`config.mk`:
```
export PLATFORM = sky130hd
export DESIGN_NAME = wdg_watchdog
export DESIGN_NICKNAME = d
export VERILOG_FILES = /design/src/rtl/wdg_pkg.sv /design/src/rtl/wdg_axil_regs.sv /design/src/rtl/wdg_watchdog.sv
export VERILOG_INCLUDE_DIRS = /design/src /design/src/rtl
export SDC_FILE = /design/constraint.sdc
export NUM_CORES = 1
export LEC_CHECK = 0
export BUFFER_PORTS_ARGS = -buffer_cell sky130_fd_sc_hd__buf_4
export CORE_UTILIZATION = 27
export DETAILED_ROUTE_END_ITERATION = 10
export HOLD_SLACK_MARGIN = 0.06
export PLACE_DENSITY = 0.41
export SLEW_MARGIN = 20
export SYNTH_ARGS = -nofsm -noshare
export SYNTH_HDL_FRONTEND = slang
export SYNTH_SLANG_ARGS = --single-unit
```
`constraint.sdc`:
```
create_clock -name mclk_i -period 6.9 [get_ports mclk_i]
set_clock_uncertainty 0.2 [all_clocks]
set_input_delay 1.38 -clock mclk_i [delete_from_list [all_inputs] [get_ports mclk_i]]
set_output_delay 1.38 -clock mclk_i [all_outputs]
set_load 0.01 [all_outputs]
```
`src/rtl/wdg_regs.svh`:
```
// Register offsets, field positions, reset values and timing constants
`ifndef WDG_REGS_SVH
`define WDG_REGS_SVH

// ------------------------------------------------------------
// Clock and time base
// ------------------------------------------------------------
`define WDG_CLK_NS 40
`define WDG_TICK_NS 10000
`define WDG_TICK_CYC (`WDG_TICK_NS / `WDG_CLK_NS)
`define WDG_TICK_US (`WDG_TICK_NS / 1000)
// Rounded up to whole ticks, kept in microseconds to stay within 32 bits
`define WDG_TICKS(us) (((us) + `WDG_TICK_US - 1) / `WDG_TICK_US)

// ------------------------------------------------------------
// Periods in microseconds
// ------------------------------------------------------------
`define WDG_T30US_US 30
`define WDG_T200US_US 200
`define WDG_T300US_US 300
`define WDG_T1MS_US 1000
`define WDG_T3MS_US 3000
`define WDG_T10MS_US 10000
`define WDG_T30MS_US 30000
`define WDG_T100MS_US 100000
`define WDG_T300MS_US 300000
`define WDG_T1S_US 1000000
`define WDG_T3S_US 3000000
`define WDG_T10S_US 10000000
`define WDG_T60S_US 60000000

// ------------------------------------------------------------
// Select codes
// ------------------------------------------------------------
`define WDG_SEL_OFF 3'h3
`define WDG_SEL_FE0 3'h5
`define WDG_SEL_FE1 3'h6
`define WDG_CFG_RST 4'h8

// ------------------------------------------------------------
// Register map
// ------------------------------------------------------------
`define WDG_CTRL_OFS 8'h00
`define WDG_STAT_OFS 8'h04
`define WDG_CNT_OFS 8'h08
`define WDG_CTRL_EN_BIT 0
`define WDG_CTRL_RST 1'h1
`define WDG_STAT_STATE_LSB 0
`define WDG_STAT_OUT_BIT 8
`define WDG_STAT_SEL_LSB 16
`define WDG_STAT_EN_BIT 24
`define WDG_RESP_OKAY 2'h0
`define WDG_RESP_SLVERR 2'h2

`endif

```
`src/rtl/wdg_pkg.sv`:
```
// Types shared by the watchdog and its register slave
package wdg_pkg;

  // Timing table family
  typedef enum logic [1:0] {
    WDG_VAR_A = 2'h0,
    WDG_VAR_B = 2'h1,
    WDG_VAR_C = 2'h2
  } wdg_variant_type;

  // Supervisor states, one-hot
  typedef enum logic [5:0] {
    WDG_ST_SETTLE  = 6'h01,
    WDG_ST_STARTUP = 6'h02,
    WDG_ST_FIRST   = 6'h04,
    WDG_ST_WATCH   = 6'h08,
    WDG_ST_FAULT   = 6'h10,
    WDG_ST_OFF     = 6'h20
  } wdg_state_type;

  // Software control bits
  typedef struct packed {
    logic en;
  } wdg_ctrl_type;

  // Observable state for status reads
  typedef struct packed {
    logic [5:0] state;
    logic fault_n;
    logic [2:0] sel;
    logic en;
    logic [31:0] cnt;
  } wdg_stat_type;

endpackage : wdg_pkg

```
`src/rtl/wdg_axil_regs.sv`:
```
// AXI4-Lite register slave of the watchdog
`timescale 1ns/10ps
`include "wdg_regs.svh"

module wdg_axil_regs #(
  parameter int unsigned AW = 8
) (
  input wire logic mclk_i,
  input wire logic rst_n_i,
  input wire logic [AW-1:0] s_axi_awaddr_i,
  input wire logic s_axi_awvalid_i,
  output logic s_axi_awready_o,
  input wire logic [31:0] s_axi_wdata_i,
  input wire logic [3:0] s_axi_wstrb_i,
  input wire logic s_axi_wvalid_i,
  output logic s_axi_wready_o,
  output logic [1:0] s_axi_bresp_o,
  output logic s_axi_bvalid_o,
  input wire logic s_axi_bready_i,
  input wire logic [AW-1:0] s_axi_araddr_i,
  input wire logic s_axi_arvalid_i,
  output logic s_axi_arready_o,
  output logic [31:0] s_axi_rdata_o,
  output logic [1:0] s_axi_rresp_o,
  output logic s_axi_rvalid_o,
  input wire logic s_axi_rready_i,
  output wdg_pkg::wdg_ctrl_type ctrl_o,
  input wire wdg_pkg::wdg_stat_type stat_i
);

  // Write-side holding registers
  logic aw_hold_r;
  logic [AW-1:0] aw_addr_r;
  logic w_hold_r;
  logic [31:0] w_data_r;
  logic [3:0] w_strb_r;

  // Known register word offset
  function automatic logic wdg_hit_f(input logic [AW-1:0] a);
    logic [7:0] o;
    o = 8'(a);
    return (o == `WDG_CTRL_OFS) || (o == `WDG_STAT_OFS) ||
           (o == `WDG_CNT_OFS);
  endfunction : wdg_hit_f

  // Write channels are free while nothing is held and no response waits; read address while no read data waits
  assign s_axi_awready_o = !aw_hold_r && !s_axi_bvalid_o;
  assign s_axi_wready_o = !w_hold_r && !s_axi_bvalid_o;
  assign s_axi_arready_o = !s_axi_rvalid_o;

  // ------------------------------------------------------------
  // Write path
  // ------------------------------------------------------------
  // Capture address and data in either order, answer when both held
  always_ff @(posedge mclk_i or negedge rst_n_i)
  begin
    if (!rst_n_i)
    begin
      aw_hold_r <= 1'b0;
      aw_addr_r <= '0;
      w_hold_r <= 1'b0;
      w_data_r <= 32'h0;
      w_strb_r <= 4'h0;
      s_axi_bvalid_o <= 1'b0;
      s_axi_bresp_o <= `WDG_RESP_OKAY;
      ctrl_o.en <= `WDG_CTRL_RST;
    end
    else
    begin
      if (s_axi_awvalid_i && s_axi_awready_o)
      begin
        aw_hold_r <= 1'b1;
        aw_addr_r <= s_axi_awaddr_i;
      end
      if (s_axi_wvalid_i && s_axi_wready_o)
      begin
        w_hold_r <= 1'b1;
        w_data_r <= s_axi_wdata_i;
        w_strb_r <= s_axi_wstrb_i;
      end
      // Commit the write and raise the response
      if (aw_hold_r && w_hold_r)
      begin
        aw_hold_r <= 1'b0;
        w_hold_r <= 1'b0;
        s_axi_bvalid_o <= 1'b1;
        s_axi_bresp_o <= wdg_hit_f(aw_addr_r) ? `WDG_RESP_OKAY :
                                                 `WDG_RESP_SLVERR;
        if (8'(aw_addr_r) == `WDG_CTRL_OFS && w_strb_r[0])
          ctrl_o.en <= w_data_r[`WDG_CTRL_EN_BIT];
      end
      else if (s_axi_bvalid_o && s_axi_bready_i)
        s_axi_bvalid_o <= 1'b0;
    end
  end

  // ------------------------------------------------------------
  // Read path
  // ------------------------------------------------------------
  // Registered read data, zero and error for unmapped words
  always_ff @(posedge mclk_i or negedge rst_n_i)
  begin
    if (!rst_n_i)
    begin
      s_axi_rvalid_o <= 1'b0;
      s_axi_rdata_o <= 32'h0;
      s_axi_rresp_o <= `WDG_RESP_OKAY;
    end
    else if (s_axi_arvalid_i && s_axi_arready_o)
    begin
      s_axi_rvalid_o <= 1'b1;
      s_axi_rresp_o <= wdg_hit_f(s_axi_araddr_i) ? `WDG_RESP_OKAY :
                                                    `WDG_RESP_SLVERR;
      s_axi_rdata_o <= 32'h0;
      case (8'(s_axi_araddr_i))
        `WDG_CTRL_OFS: s_axi_rdata_o[`WDG_CTRL_EN_BIT] <= ctrl_o.en;
        `WDG_STAT_OFS:
        begin
          s_axi_rdata_o[`WDG_STAT_STATE_LSB +: 6] <= stat_i.state;
          s_axi_rdata_o[`WDG_STAT_OUT_BIT] <= stat_i.fault_n;
          s_axi_rdata_o[`WDG_STAT_SEL_LSB +: 3] <= stat_i.sel;
          s_axi_rdata_o[`WDG_STAT_EN_BIT] <= stat_i.en;
        end
        `WDG_CNT_OFS: s_axi_rdata_o <= stat_i.cnt;
        default: s_axi_rdata_o <= 32'h0;
      endcase
    end
    else if (s_axi_rvalid_o && s_axi_rready_i)
      s_axi_rvalid_o <= 1'b0;
  end

endmodule : wdg_axil_regs

```
`src/rtl/wdg_watchdog.sv`:
```
// Pin-selectable watchdog supervisor with AXI4-Lite status and control
//
// Chosen here: the placing of the registers and the AXI4-Lite slave port.
`timescale 1ns/10ps
`include "wdg_regs.svh"

// Function
// RQ1 - Strobe edge or fault clears countdown
// RQ2 - Steady strobe for timeout gives fault pulse
// RQ3 - Output stays high while strobes arrive
// RQ4 - Code 011 disables countdown and faults
// RQ5 - Variant A: startup equals timeout table
// RQ6 - Variant B: 60s startup, own timeouts
// RQ7 - Variant C startup delay table
// RQ8 - Variant C timeout table
// RQ9 - First-edge modes wait, no deadline
// RQ10 - Startup restarts on power-up, select change
// RQ11 - No countdown or fault during startup
// RQ12 - After startup, timeout counting and monitoring
// RQ13 - Pulse width by output option parameter
// RQ14 - Host strobes before startup delay ends
// RQ15 - Host strobes before each timeout ends
// RQ16 - Strobes ignored during fault and startup
// RQ17 - Settling interval ignores strobes first
// RQ18 - Output high while disabled
// RQ19 - Timeout restarts fully after fault pulse
// RQ20 - Periods counted in prescaled ticks
// RQ21 - Inputs synchronised before edge detection
// RQ22 - Variant chosen by design parameter
module wdg_watchdog #(
  parameter wdg_pkg::wdg_variant_type VARIANT = wdg_pkg::WDG_VAR_A,
  parameter bit OPEN_DRAIN = 1'b1,
  parameter int unsigned TICK_CYC = `WDG_TICK_CYC,
  parameter int unsigned T30US = `WDG_TICKS(`WDG_T30US_US),
  parameter int unsigned T200US = `WDG_TICKS(`WDG_T200US_US),
  parameter int unsigned T300US = `WDG_TICKS(`WDG_T300US_US),
  parameter int unsigned T1MS = `WDG_TICKS(`WDG_T1MS_US),
  parameter int unsigned T3MS = `WDG_TICKS(`WDG_T3MS_US),
  parameter int unsigned T10MS = `WDG_TICKS(`WDG_T10MS_US),
  parameter int unsigned T30MS = `WDG_TICKS(`WDG_T30MS_US),
  parameter int unsigned T100MS = `WDG_TICKS(`WDG_T100MS_US),
  parameter int unsigned T300MS = `WDG_TICKS(`WDG_T300MS_US),
  parameter int unsigned T1S = `WDG_TICKS(`WDG_T1S_US),
  parameter int unsigned T3S = `WDG_TICKS(`WDG_T3S_US),
  parameter int unsigned T10S = `WDG_TICKS(`WDG_T10S_US),
  parameter int unsigned T60S = `WDG_TICKS(`WDG_T60S_US)
) (
  input wire logic mclk_i,
  input wire logic rst_n_i,
  input wire logic strobe_in_i,
  input wire logic period_select_0_i,
  input wire logic period_select_1_i,
  input wire logic period_select_2_i,
  output logic fault_pulse_out_n_o,
  input wire logic [7:0] s_axi_awaddr_i,
  input wire logic s_axi_awvalid_i,
  output logic s_axi_awready_o,
  input wire logic [31:0] s_axi_wdata_i,
  input wire logic [3:0] s_axi_wstrb_i,
  input wire logic s_axi_wvalid_i,
  output logic s_axi_wready_o,
  output logic [1:0] s_axi_bresp_o,
  output logic s_axi_bvalid_o,
  input wire logic s_axi_bready_i,
  input wire logic [7:0] s_axi_araddr_i,
  input wire logic s_axi_arvalid_i,
  output logic s_axi_arready_o,
  output logic [31:0] s_axi_rdata_o,
  output logic [1:0] s_axi_rresp_o,
  output logic s_axi_rvalid_o,
  input wire logic s_axi_rready_i
);

  // ------------------------------------------------------------
  // Declarations
  // ------------------------------------------------------------
  // Fault pulse width by output option
  localparam int unsigned TPULSE = OPEN_DRAIN ?
    `WDG_TICKS(`WDG_T100MS_US) : `WDG_TICKS(`WDG_T1MS_US);

  wdg_pkg::wdg_state_type state_r;   // Supervisor state
  wdg_pkg::wdg_state_type state_nxt; // Next state
  wdg_pkg::wdg_ctrl_type ctrl;       // Software control
  wdg_pkg::wdg_stat_type stat;       // Status to slave
  logic [2:0] strb_sync_r;           // Strobe synchroniser and history
  logic [2:0] sel_meta_r;            // Select first stage
  logic [2:0] sel_s_r;               // Select second stage
  logic [3:0] cfg_act_r;             // Enable and select in force
  logic [3:0] cfg_now;               // Enable and select now
  logic cfg_chg;                     // Configuration differs
  logic [31:0] ps_r;                 // Tick prescaler
  logic tick;                        // One time-base tick
  logic [31:0] cnt_r;                // Period counter in ticks
  logic [31:0] limit;                // Length of current period
  logic done;                        // Current period elapsed
  logic edge_s;                      // Strobe transition seen
  logic cnt_clr;                     // Restart period counter
  logic load_cfg;                    // Adopt new configuration
  logic off_cfg;                     // Configuration is disabled
  logic fe_cfg;                      // Configuration is first-edge

  // ------------------------------------------------------------
  // Timing tables
  // ------------------------------------------------------------
  // Timeout ticks for a select code
  function automatic logic [31:0] wdg_tmo_f(input logic [2:0] s);
    logic [31:0] t;
    t = 32'(T1MS);
    case (VARIANT) // RQ22
      wdg_pkg::WDG_VAR_C: // RQ8
        case (s)
          3'h0: t = 32'(T3MS);
          3'h1: t = 32'(T3S);
          3'h2: t = 32'(T1S);
          3'h4: t = 32'(T30US);
          3'h5: t = 32'(T1S);
          default: t = 32'(T10S);
        endcase
      wdg_pkg::WDG_VAR_B: // RQ6
        case (s)
          3'h0: t = 32'(T1MS);
          3'h1: t = 32'(T3MS);
          3'h2: t = 32'(T10MS);
          3'h4: t = 32'(T100MS);
          3'h5: t = 32'(T300MS);
          3'h6: t = 32'(T3S);
          default: t = 32'(T60S);
        endcase
      default: // RQ5
        case (s)
          3'h0: t = 32'(T1MS);
          3'h1: t = 32'(T10MS);
          3'h2: t = 32'(T30MS);
          3'h4: t = 32'(T100MS);
          3'h5: t = 32'(T1S);
          3'h6: t = 32'(T10S);
          default: t = 32'(T60S);
        endcase
    endcase
    return t;
  endfunction : wdg_tmo_f

  // Startup delay ticks for a select code
  function automatic logic [31:0] wdg_start_f(input logic [2:0] s);
    logic [31:0] t;
    t = wdg_tmo_f(s); // RQ5
    if (VARIANT == wdg_pkg::WDG_VAR_B)
      t = 32'(T60S); // RQ6
    else if (VARIANT == wdg_pkg::WDG_VAR_C)
      case (s) // RQ7
        3'h0: t = 32'(T3MS);
        3'h1: t = 32'(T3S);
        3'h4: t = 32'(T200US);
        default: t = 32'(T60S);
      endcase
    return t;
  endfunction : wdg_start_f

  // ------------------------------------------------------------
  // Input synchronisers
  // ------------------------------------------------------------
  // Two stages, then a history stage for edge detection
  always_ff @(posedge mclk_i or negedge rst_n_i)
  begin
    if (!rst_n_i)
    begin
      strb_sync_r <= 3'h0;
      sel_meta_r <= 3'h0;
      sel_s_r <= 3'h0;
    end
    else
    begin
      strb_sync_r <= {strb_sync_r[1:0], strobe_in_i}; // RQ21
      sel_meta_r <= {period_select_2_i, period_select_1_i,
                     period_select_0_i}; // RQ21
      sel_s_r <= sel_meta_r;
    end
  end

  // Edge seen between second and third stage
  assign edge_s = strb_sync_r[2] ^ strb_sync_r[1]; // RQ1
  assign cfg_now = {ctrl.en, sel_s_r};
  assign cfg_chg = cfg_now != cfg_act_r; // RQ10
  assign off_cfg = !cfg_act_r[3] || cfg_act_r[2:0] == `WDG_SEL_OFF;
  assign fe_cfg = VARIANT == wdg_pkg::WDG_VAR_C &&
                  (cfg_act_r[2:0] == `WDG_SEL_FE0 ||
                   cfg_act_r[2:0] == `WDG_SEL_FE1);

  // ------------------------------------------------------------
  // Time base and period counter
  // ------------------------------------------------------------
  // Prescaler restarts with the counter so periods stay whole
  always_ff @(posedge mclk_i or negedge rst_n_i)
  begin
    if (!rst_n_i)
      ps_r <= 32'h0;
    else if (cnt_clr || tick)
      ps_r <= 32'h0;
    else
      ps_r <= ps_r + 32'h1;
  end

  assign tick = ps_r == 32'(TICK_CYC - 1); // RQ20

  // Period length for the present state
  always_comb
  begin
    case (state_r)
      wdg_pkg::WDG_ST_SETTLE: limit = 32'(T300US); // RQ17
      wdg_pkg::WDG_ST_STARTUP: limit = wdg_start_f(cfg_act_r[2:0]);
      wdg_pkg::WDG_ST_WATCH: limit = wdg_tmo_f(cfg_act_r[2:0]);
      wdg_pkg::WDG_ST_FAULT: limit = 32'(TPULSE); // RQ13
      default: limit = 32'hFFFFFFFF;
    endcase
  end

  assign done = tick && (cnt_r >= limit - 32'h1); // RQ20

  // Count ticks, clear on restart
  always_ff @(posedge mclk_i or negedge rst_n_i)
  begin
    if (!rst_n_i)
      cnt_r <= 32'h0;
    else if (cnt_clr)
      cnt_r <= 32'h0; // RQ1
    else if (tick)
      cnt_r <= cnt_r + 32'h1;
  end

  // ------------------------------------------------------------
  // Supervisor state machine
  // ------------------------------------------------------------
  // Next state, counter restart and configuration load
  always_comb
  begin
    state_nxt = state_r;
    cnt_clr = 1'b0;
    load_cfg = 1'b0;
    case (state_r)
      wdg_pkg::WDG_ST_FAULT:
        // Pulse always finishes under the old setting
        if (done)
        begin
          cnt_clr = 1'b1; // RQ19
          if (cfg_chg)
          begin
            state_nxt = wdg_pkg::WDG_ST_SETTLE;
            load_cfg = 1'b1;
          end
          else
            state_nxt = wdg_pkg::WDG_ST_WATCH; // RQ19
        end
      wdg_pkg::WDG_ST_SETTLE,
      wdg_pkg::WDG_ST_STARTUP,
      wdg_pkg::WDG_ST_FIRST,
      wdg_pkg::WDG_ST_WATCH,
      wdg_pkg::WDG_ST_OFF:
        if (cfg_chg)
        begin
          // Any select change restarts settling
          state_nxt = wdg_pkg::WDG_ST_SETTLE; // RQ10
          cnt_clr = 1'b1;
          load_cfg = 1'b1;
        end
        else if (state_r == wdg_pkg::WDG_ST_SETTLE && done)
        begin
          cnt_clr = 1'b1;
          if (off_cfg)
            state_nxt = wdg_pkg::WDG_ST_OFF; // RQ4
          else if (fe_cfg)
            state_nxt = wdg_pkg::WDG_ST_FIRST; // RQ9
          else
            state_nxt = wdg_pkg::WDG_ST_STARTUP; // RQ11
        end
        else if (state_r == wdg_pkg::WDG_ST_STARTUP && done)
        begin
          state_nxt = wdg_pkg::WDG_ST_WATCH; // RQ12
          cnt_clr = 1'b1;
        end
        else if (state_r == wdg_pkg::WDG_ST_FIRST && edge_s)
        begin
          state_nxt = wdg_pkg::WDG_ST_WATCH; // RQ9
          cnt_clr = 1'b1;
        end
        else if (state_r == wdg_pkg::WDG_ST_WATCH && edge_s) // RQ16
          cnt_clr = 1'b1; // RQ1 RQ3
        else if (state_r == wdg_pkg::WDG_ST_WATCH && done)
        begin
          state_nxt = wdg_pkg::WDG_ST_FAULT; // RQ2
          cnt_clr = 1'b1; // RQ1
        end
        else
          state_nxt = state_r;
      default:
      begin
        state_nxt = wdg_pkg::WDG_ST_SETTLE;
        cnt_clr = 1'b1;
      end
    endcase
  end

  // State register, power-up enters settling
  always_ff @(posedge mclk_i or negedge rst_n_i)
  begin
    if (!rst_n_i)
      state_r <= wdg_pkg::WDG_ST_SETTLE; // RQ10
    else
      state_r <= state_nxt;
  end

  // Configuration in force, adopted at each settling start
  always_ff @(posedge mclk_i or negedge rst_n_i)
  begin
    if (!rst_n_i)
      cfg_act_r <= `WDG_CFG_RST;
    else if (load_cfg)
      cfg_act_r <= cfg_now;
  end

  // Fault output from a flop, low only in the fault state
  always_ff @(posedge mclk_i or negedge rst_n_i)
  begin
    if (!rst_n_i)
      fault_pulse_out_n_o <= 1'b1;
    else
      fault_pulse_out_n_o <= state_nxt != wdg_pkg::WDG_ST_FAULT; // RQ2 RQ18
  end

  // ------------------------------------------------------------
  // Register slave
  // ------------------------------------------------------------
  assign stat.state = state_r;
  assign stat.fault_n = fault_pulse_out_n_o;
  assign stat.sel = cfg_act_r[2:0];
  assign stat.en = cfg_act_r[3];
  assign stat.cnt = cnt_r;

  // Software enable in, state and counter out
  wdg_axil_regs #(.AW(8)) u_regs (
    .mclk_i(mclk_i),
    .rst_n_i(rst_n_i),
    .s_axi_awaddr_i(s_axi_awaddr_i),
    .s_axi_awvalid_i(s_axi_awvalid_i),
    .s_axi_awready_o(s_axi_awready_o),
    .s_axi_wdata_i(s_axi_wdata_i),
    .s_axi_wstrb_i(s_axi_wstrb_i),
    .s_axi_wvalid_i(s_axi_wvalid_i),
    .s_axi_wready_o(s_axi_wready_o),
    .s_axi_bresp_o(s_axi_bresp_o),
    .s_axi_bvalid_o(s_axi_bvalid_o),
    .s_axi_bready_i(s_axi_bready_i),
    .s_axi_araddr_i(s_axi_araddr_i),
    .s_axi_arvalid_i(s_axi_arvalid_i),
    .s_axi_arready_o(s_axi_arready_o),
    .s_axi_rdata_o(s_axi_rdata_o),
    .s_axi_rresp_o(s_axi_rresp_o),
    .s_axi_rvalid_o(s_axi_rvalid_o),
    .s_axi_rready_i(s_axi_rready_i),
    .ctrl_o(ctrl),
    .stat_i(stat)
  );
endmodule : wdg_watchdog

```
==> results by group <==
Critical path
  – Worst endpoint data arrival time: 4.59 ns
  – Critical Path Stages: 15
  – CP max stage delay: around 0.76 ns
  – Worst Path Max Fanout: 32
  – CP Class: reg2reg
  – Worst R2R End: cnt_r[17]
  – Crit path max-delay family: simple AND/OR/NAND/NOR gates
  – Worst Setup SP: state_r[0]
  – Crit end category: register
  – Cell Chain, Critical Path: nor2b_1 -> or3b_2 -> a21oi_1 -> nand2b_1 -> buf_4 -> inv_1 -> ha_1 -> nand4_1 -> nor4_1 -> a221oi_1 -> o211ai_1 -> a22oi_1 -> buf_4 -> o21ai_4 -> nor2_1
  – CP required: 6.97 ns
  – Worst path bufs/invs: 3
  – Reg2reg start: state_r[0]
  – Register-to-register setup slack: 2.38 ns
  – Slowest-stage cell, CP: o21ai_4
  – Cells on worst reg2reg path: 15
  – Setup crit end: cnt_r[17]
  – Most frequent CP cell: buf_4
  – Startpoint Class: register

Timing
  – Final Hold Viols: 0
  – Max Clock Freq: ~0.22 GHz
  – RSZ-0062 raised after global routing: no
  – Max-slew headroom: a little under two fifths
  – Final period util: roughly two thirds
  – Setup TNS: 0 ns
  – Setup Viol. Count Final: 0
  – Worst Max-Slew Pin Slew: 0.9428 ns
  – Post-layout minimum cycle time: ~4.5 ns
  – Hold slack: between 0.1 and 0.15 ns
  – Final Slew Violations: 0

Logic synthesis
  – Synth Warn #: 0
  – Netlist cell types: 49
  – Mapped cell area: 0.007062 mm²
  – FF+latch count, synth: 133
  – Post-synth top area share: 45.71%
  – Synth Flop Type: dfrtp_1
  – Gate Count Post-Synth: 750
  – Post-synth ARST share: 100.0%
  – Syn_area_per_cell: ~9.4 µm²
  – Synth area leaders: dfrtp_1 46%, ha_1 6.2%, xor2_1 6.2%, nand2_1 5.6%, nor2_1 4.8%
  – Post-synth EDFFs: 0
  – Biggest area consumer among synthesized cells: dfrtp_1
  – Register area share after synthesis: a little under half

Cells and area
  – P&R area growth vs syn: 21.46%
  – Antenna cells: 0
  – Share of cells above drive strength 1: 17.76%
  – Final instance area: roughly 0.0086 mm²
  – Final nets: 907
  – FILL cells: 2,666
  – Multi-input gate area: around 0.0035 mm²
  – Register area: 0.003333 mm²

Clocking
  – CTS clk-pin slew, worst paths: 0.06 ns
  – CTS hold repair buffers: 0
  – Setup bufs post-CTS: 0
  – CTS sink cnt: 133
  – Cts repair resizes: 0
  – Worst skew pair latency: 0.43 ns
  – H-tree levels: 4
  – Clock root buffer: clkbuf_16
  – Clock Tree Buf Depth: 2
  – Total CTS buffers: 17
  – CTS tree: yes

Drt
  – Antenna violation net count after detailed routing: 0
  – Iteration-0 DRC count of the detailed router: 302
  – WL final: 16,640 µm
  – WL per Instance: 14.44 µm
  – Drt pass-1 iters: 4
  – Vias: 5,346
  – Post-route DRC: 0
  – Vias per Instance: 4.641

Power
  – Clock power frac: 50.2%
  – Part of the power in registers: about two fifths
  – Worst VDD drop: 0.0001204 V
  – Comb power frac: 8.4%
  – Net Sw Frac: 23.32%
  – Power per cell area: 243.6 mW/mm²
  – Internal: approximately 1600 µW
  – Static leakage: roughly 0.0037 µW
  – Sw Pwr: 487.2 µW

Floorplanning
  – Die area: 0.02681 mm²
  – Die Y-Extent: 163.7 µm
  – IO Pins: 105
  – Core area: 0.02540 mm²
  – FP Rows: between 50 and 60
  – Initial Util: 27.80%
  – Chip width: 163.7 µm

GRT
  – Number of global-route vias before repair: roughly 5.3k
  – GRT Util Overall: between 10% and 20%
  – Initial antenna violation count: 0
  – First-pass GRT wire length: 27,900 µm
  – Largest net degree at the start of global routing: 82
  – Grt ovf: 0

Job
  – Max-Cap Viols: 0

Placed design
  – Placed Area: 0.007900 mm²
  – Final weighted congestion in routability-driven placement: 0.7394
  – IO Port Bufs: 68
  – DP Wirelength: 11,250 µm

Run status
  – Outcome: completed

Min path
  – Hold/Removal Path Class: reg2reg
  – Hold Crit Start: sel_meta_r[2]
## final cells by class
type | count | share of cell area (%)
inverter | 21 | 0.9190
sequential | 133 | 38.86
clock inverter | 12 | 2.626
multi-input combinational | 560 | 40.88
tap | 330 | 4.814
clock buffer | 20 | 5.208
timing repair buffer | 76 | 6.696
## state kept, by name, summed over array words and instances (netlist names), 3 cells and up
register              count
cnt_r                    32
ps_r                     32
u_regs.s_axi_rdata_o     32
u_regs.aw_addr_r          8
state_r                   6
cfg_act_r                 4
sel_meta_r                3
sel_s_r                   3
strb_sync_r               3
## per-stage QoR
stage / total power (µW) / worst slack (ns) / utilization [%] / instances
2_1_floorplan: 979.3 / 3.077 / - / 751
3_3_place_gp: 1059 / 2.255 / 31.10 / 1120
3_5_place_dp: 1060 / 2.269 / 31.10 / 1120
4_1_cts: 2130 / 2.246 / 33.75 / 1152
5_1_grt: 2179 / 1.877 / 33.77 / 1152
6_report: 2090 / 2.382 / 33.77 / 1152
## cells in the final DEF (no fill, tap or decap), types with 3 or more instances in the layout
cell	instances
nor2b_1	4
and2_1	4
nor2_1	90
and3_1	18
and4_1	7
a21oi_1	22
mux2_2	18
inv_1	21
o211ai_1	4
nand4_1	21
mux2i_1	3
xor2_1	50
dfrtp_1	129
a22oi_1	12
or3_1	4
a21o_1	5
o21a_1	3
o21ai_0	46
bufinv_16	6
nor3b_1	4
nand2b_1	3
buf_4	75
clkbuf_16	17
nand3_1	26
xnor2_1	18
ha_1	35
dfstp_2	4
nor3_1	7
a31oi_1	9
and3_2	5
a211oi_1	5
nor4_1	12
nand2_1	105
clkinvlp_4	3
## power by group through the flow
stage / clock network, µW / registers (µW) / logic, µW
6_report: 1050 / 866 / 176
5_1_grt: 1110 / 873 / 200
4_1_cts: 1080 / 865 / 181
3_5_place_dp: 0 / 880 / 180
3_3_place_gp: 0 / 880 / 179
2_1_floorplan: 0 / 872 / 108
## cell usage after synthesis (3+ instances only)
| cell | number |
|---|---|
| or3_1 | 4 |
| a211oi_1 | 5 |
| a31oi_1 | 9 |
| a21o_1 | 5 |
| dfrtp_1 | 129 |
| a22oi_1 | 12 |
| o21a_1 | 3 |
| inv_1 | 21 |
| nor3_1 | 7 |
| clkbuf_1 | 29 |
| nand2_1 | 106 |
| o21ai_0 | 46 |
| and2_1 | 4 |
| nand3_1 | 26 |
| xor2_1 | 50 |
| o211ai_1 | 4 |
| nand4_1 | 21 |
| buf_2 | 4 |
| a21oi_1 | 22 |
| nand2b_1 | 3 |
| dfstp_2 | 4 |
| ha_1 | 35 |
| mux2_2 | 18 |
| and3_1 | 18 |
| nor3b_1 | 5 |
| mux2i_1 | 3 |
| and3_2 | 5 |
| and4_1 | 7 |
| nor4_1 | 12 |
| xnor2_1 | 18 |
| nor2b_1 | 4 |
| nor2_1 | 90 |
## cell families (layout without fill, tap and decap cells)
logic type | Yosys count | count (layout) | share of synthesized area (%)
xor+xnor | 68 | 68 | 8.434
flops | 133 | 133 | 47.20
simple gates | 320 | 320 | 21.60
compound gates | 114 | 114 | 9.727
mux | 21 | 21 | 3.295
other cells | 1 | 2 | 0.05310
fa+ha+maj | 35 | 35 | 6.201
buf+inv | 58 | 129 | 3.490
## worst min path at each step
stage	slack (ns)	endpoint	cells past startpoint
2_1_floorplan	0.13	sel_s_r[0]	0
3_3_place_gp	0.14	sel_s_r[2]	0
3_5_place_dp	0.13	sel_s_r[2]	0
4_1_cts	0.15	sel_s_r[2]	0
5_1_grt	0.16	sel_s_r[0]	0
6_report	0.15	sel_s_r[2]	0
## layer usage
| layer | wire [µm] | global-route usage, % |
|---|---|---|
| met5 | 0 | 0 |
| met4 | 237 | 4.335 |
| met3 | 495 | 2.601 |
| met2 | 7947 | 21.96 |
| met1 | 7960 | 17.29 |
Power figures use the tool's default switching activity.
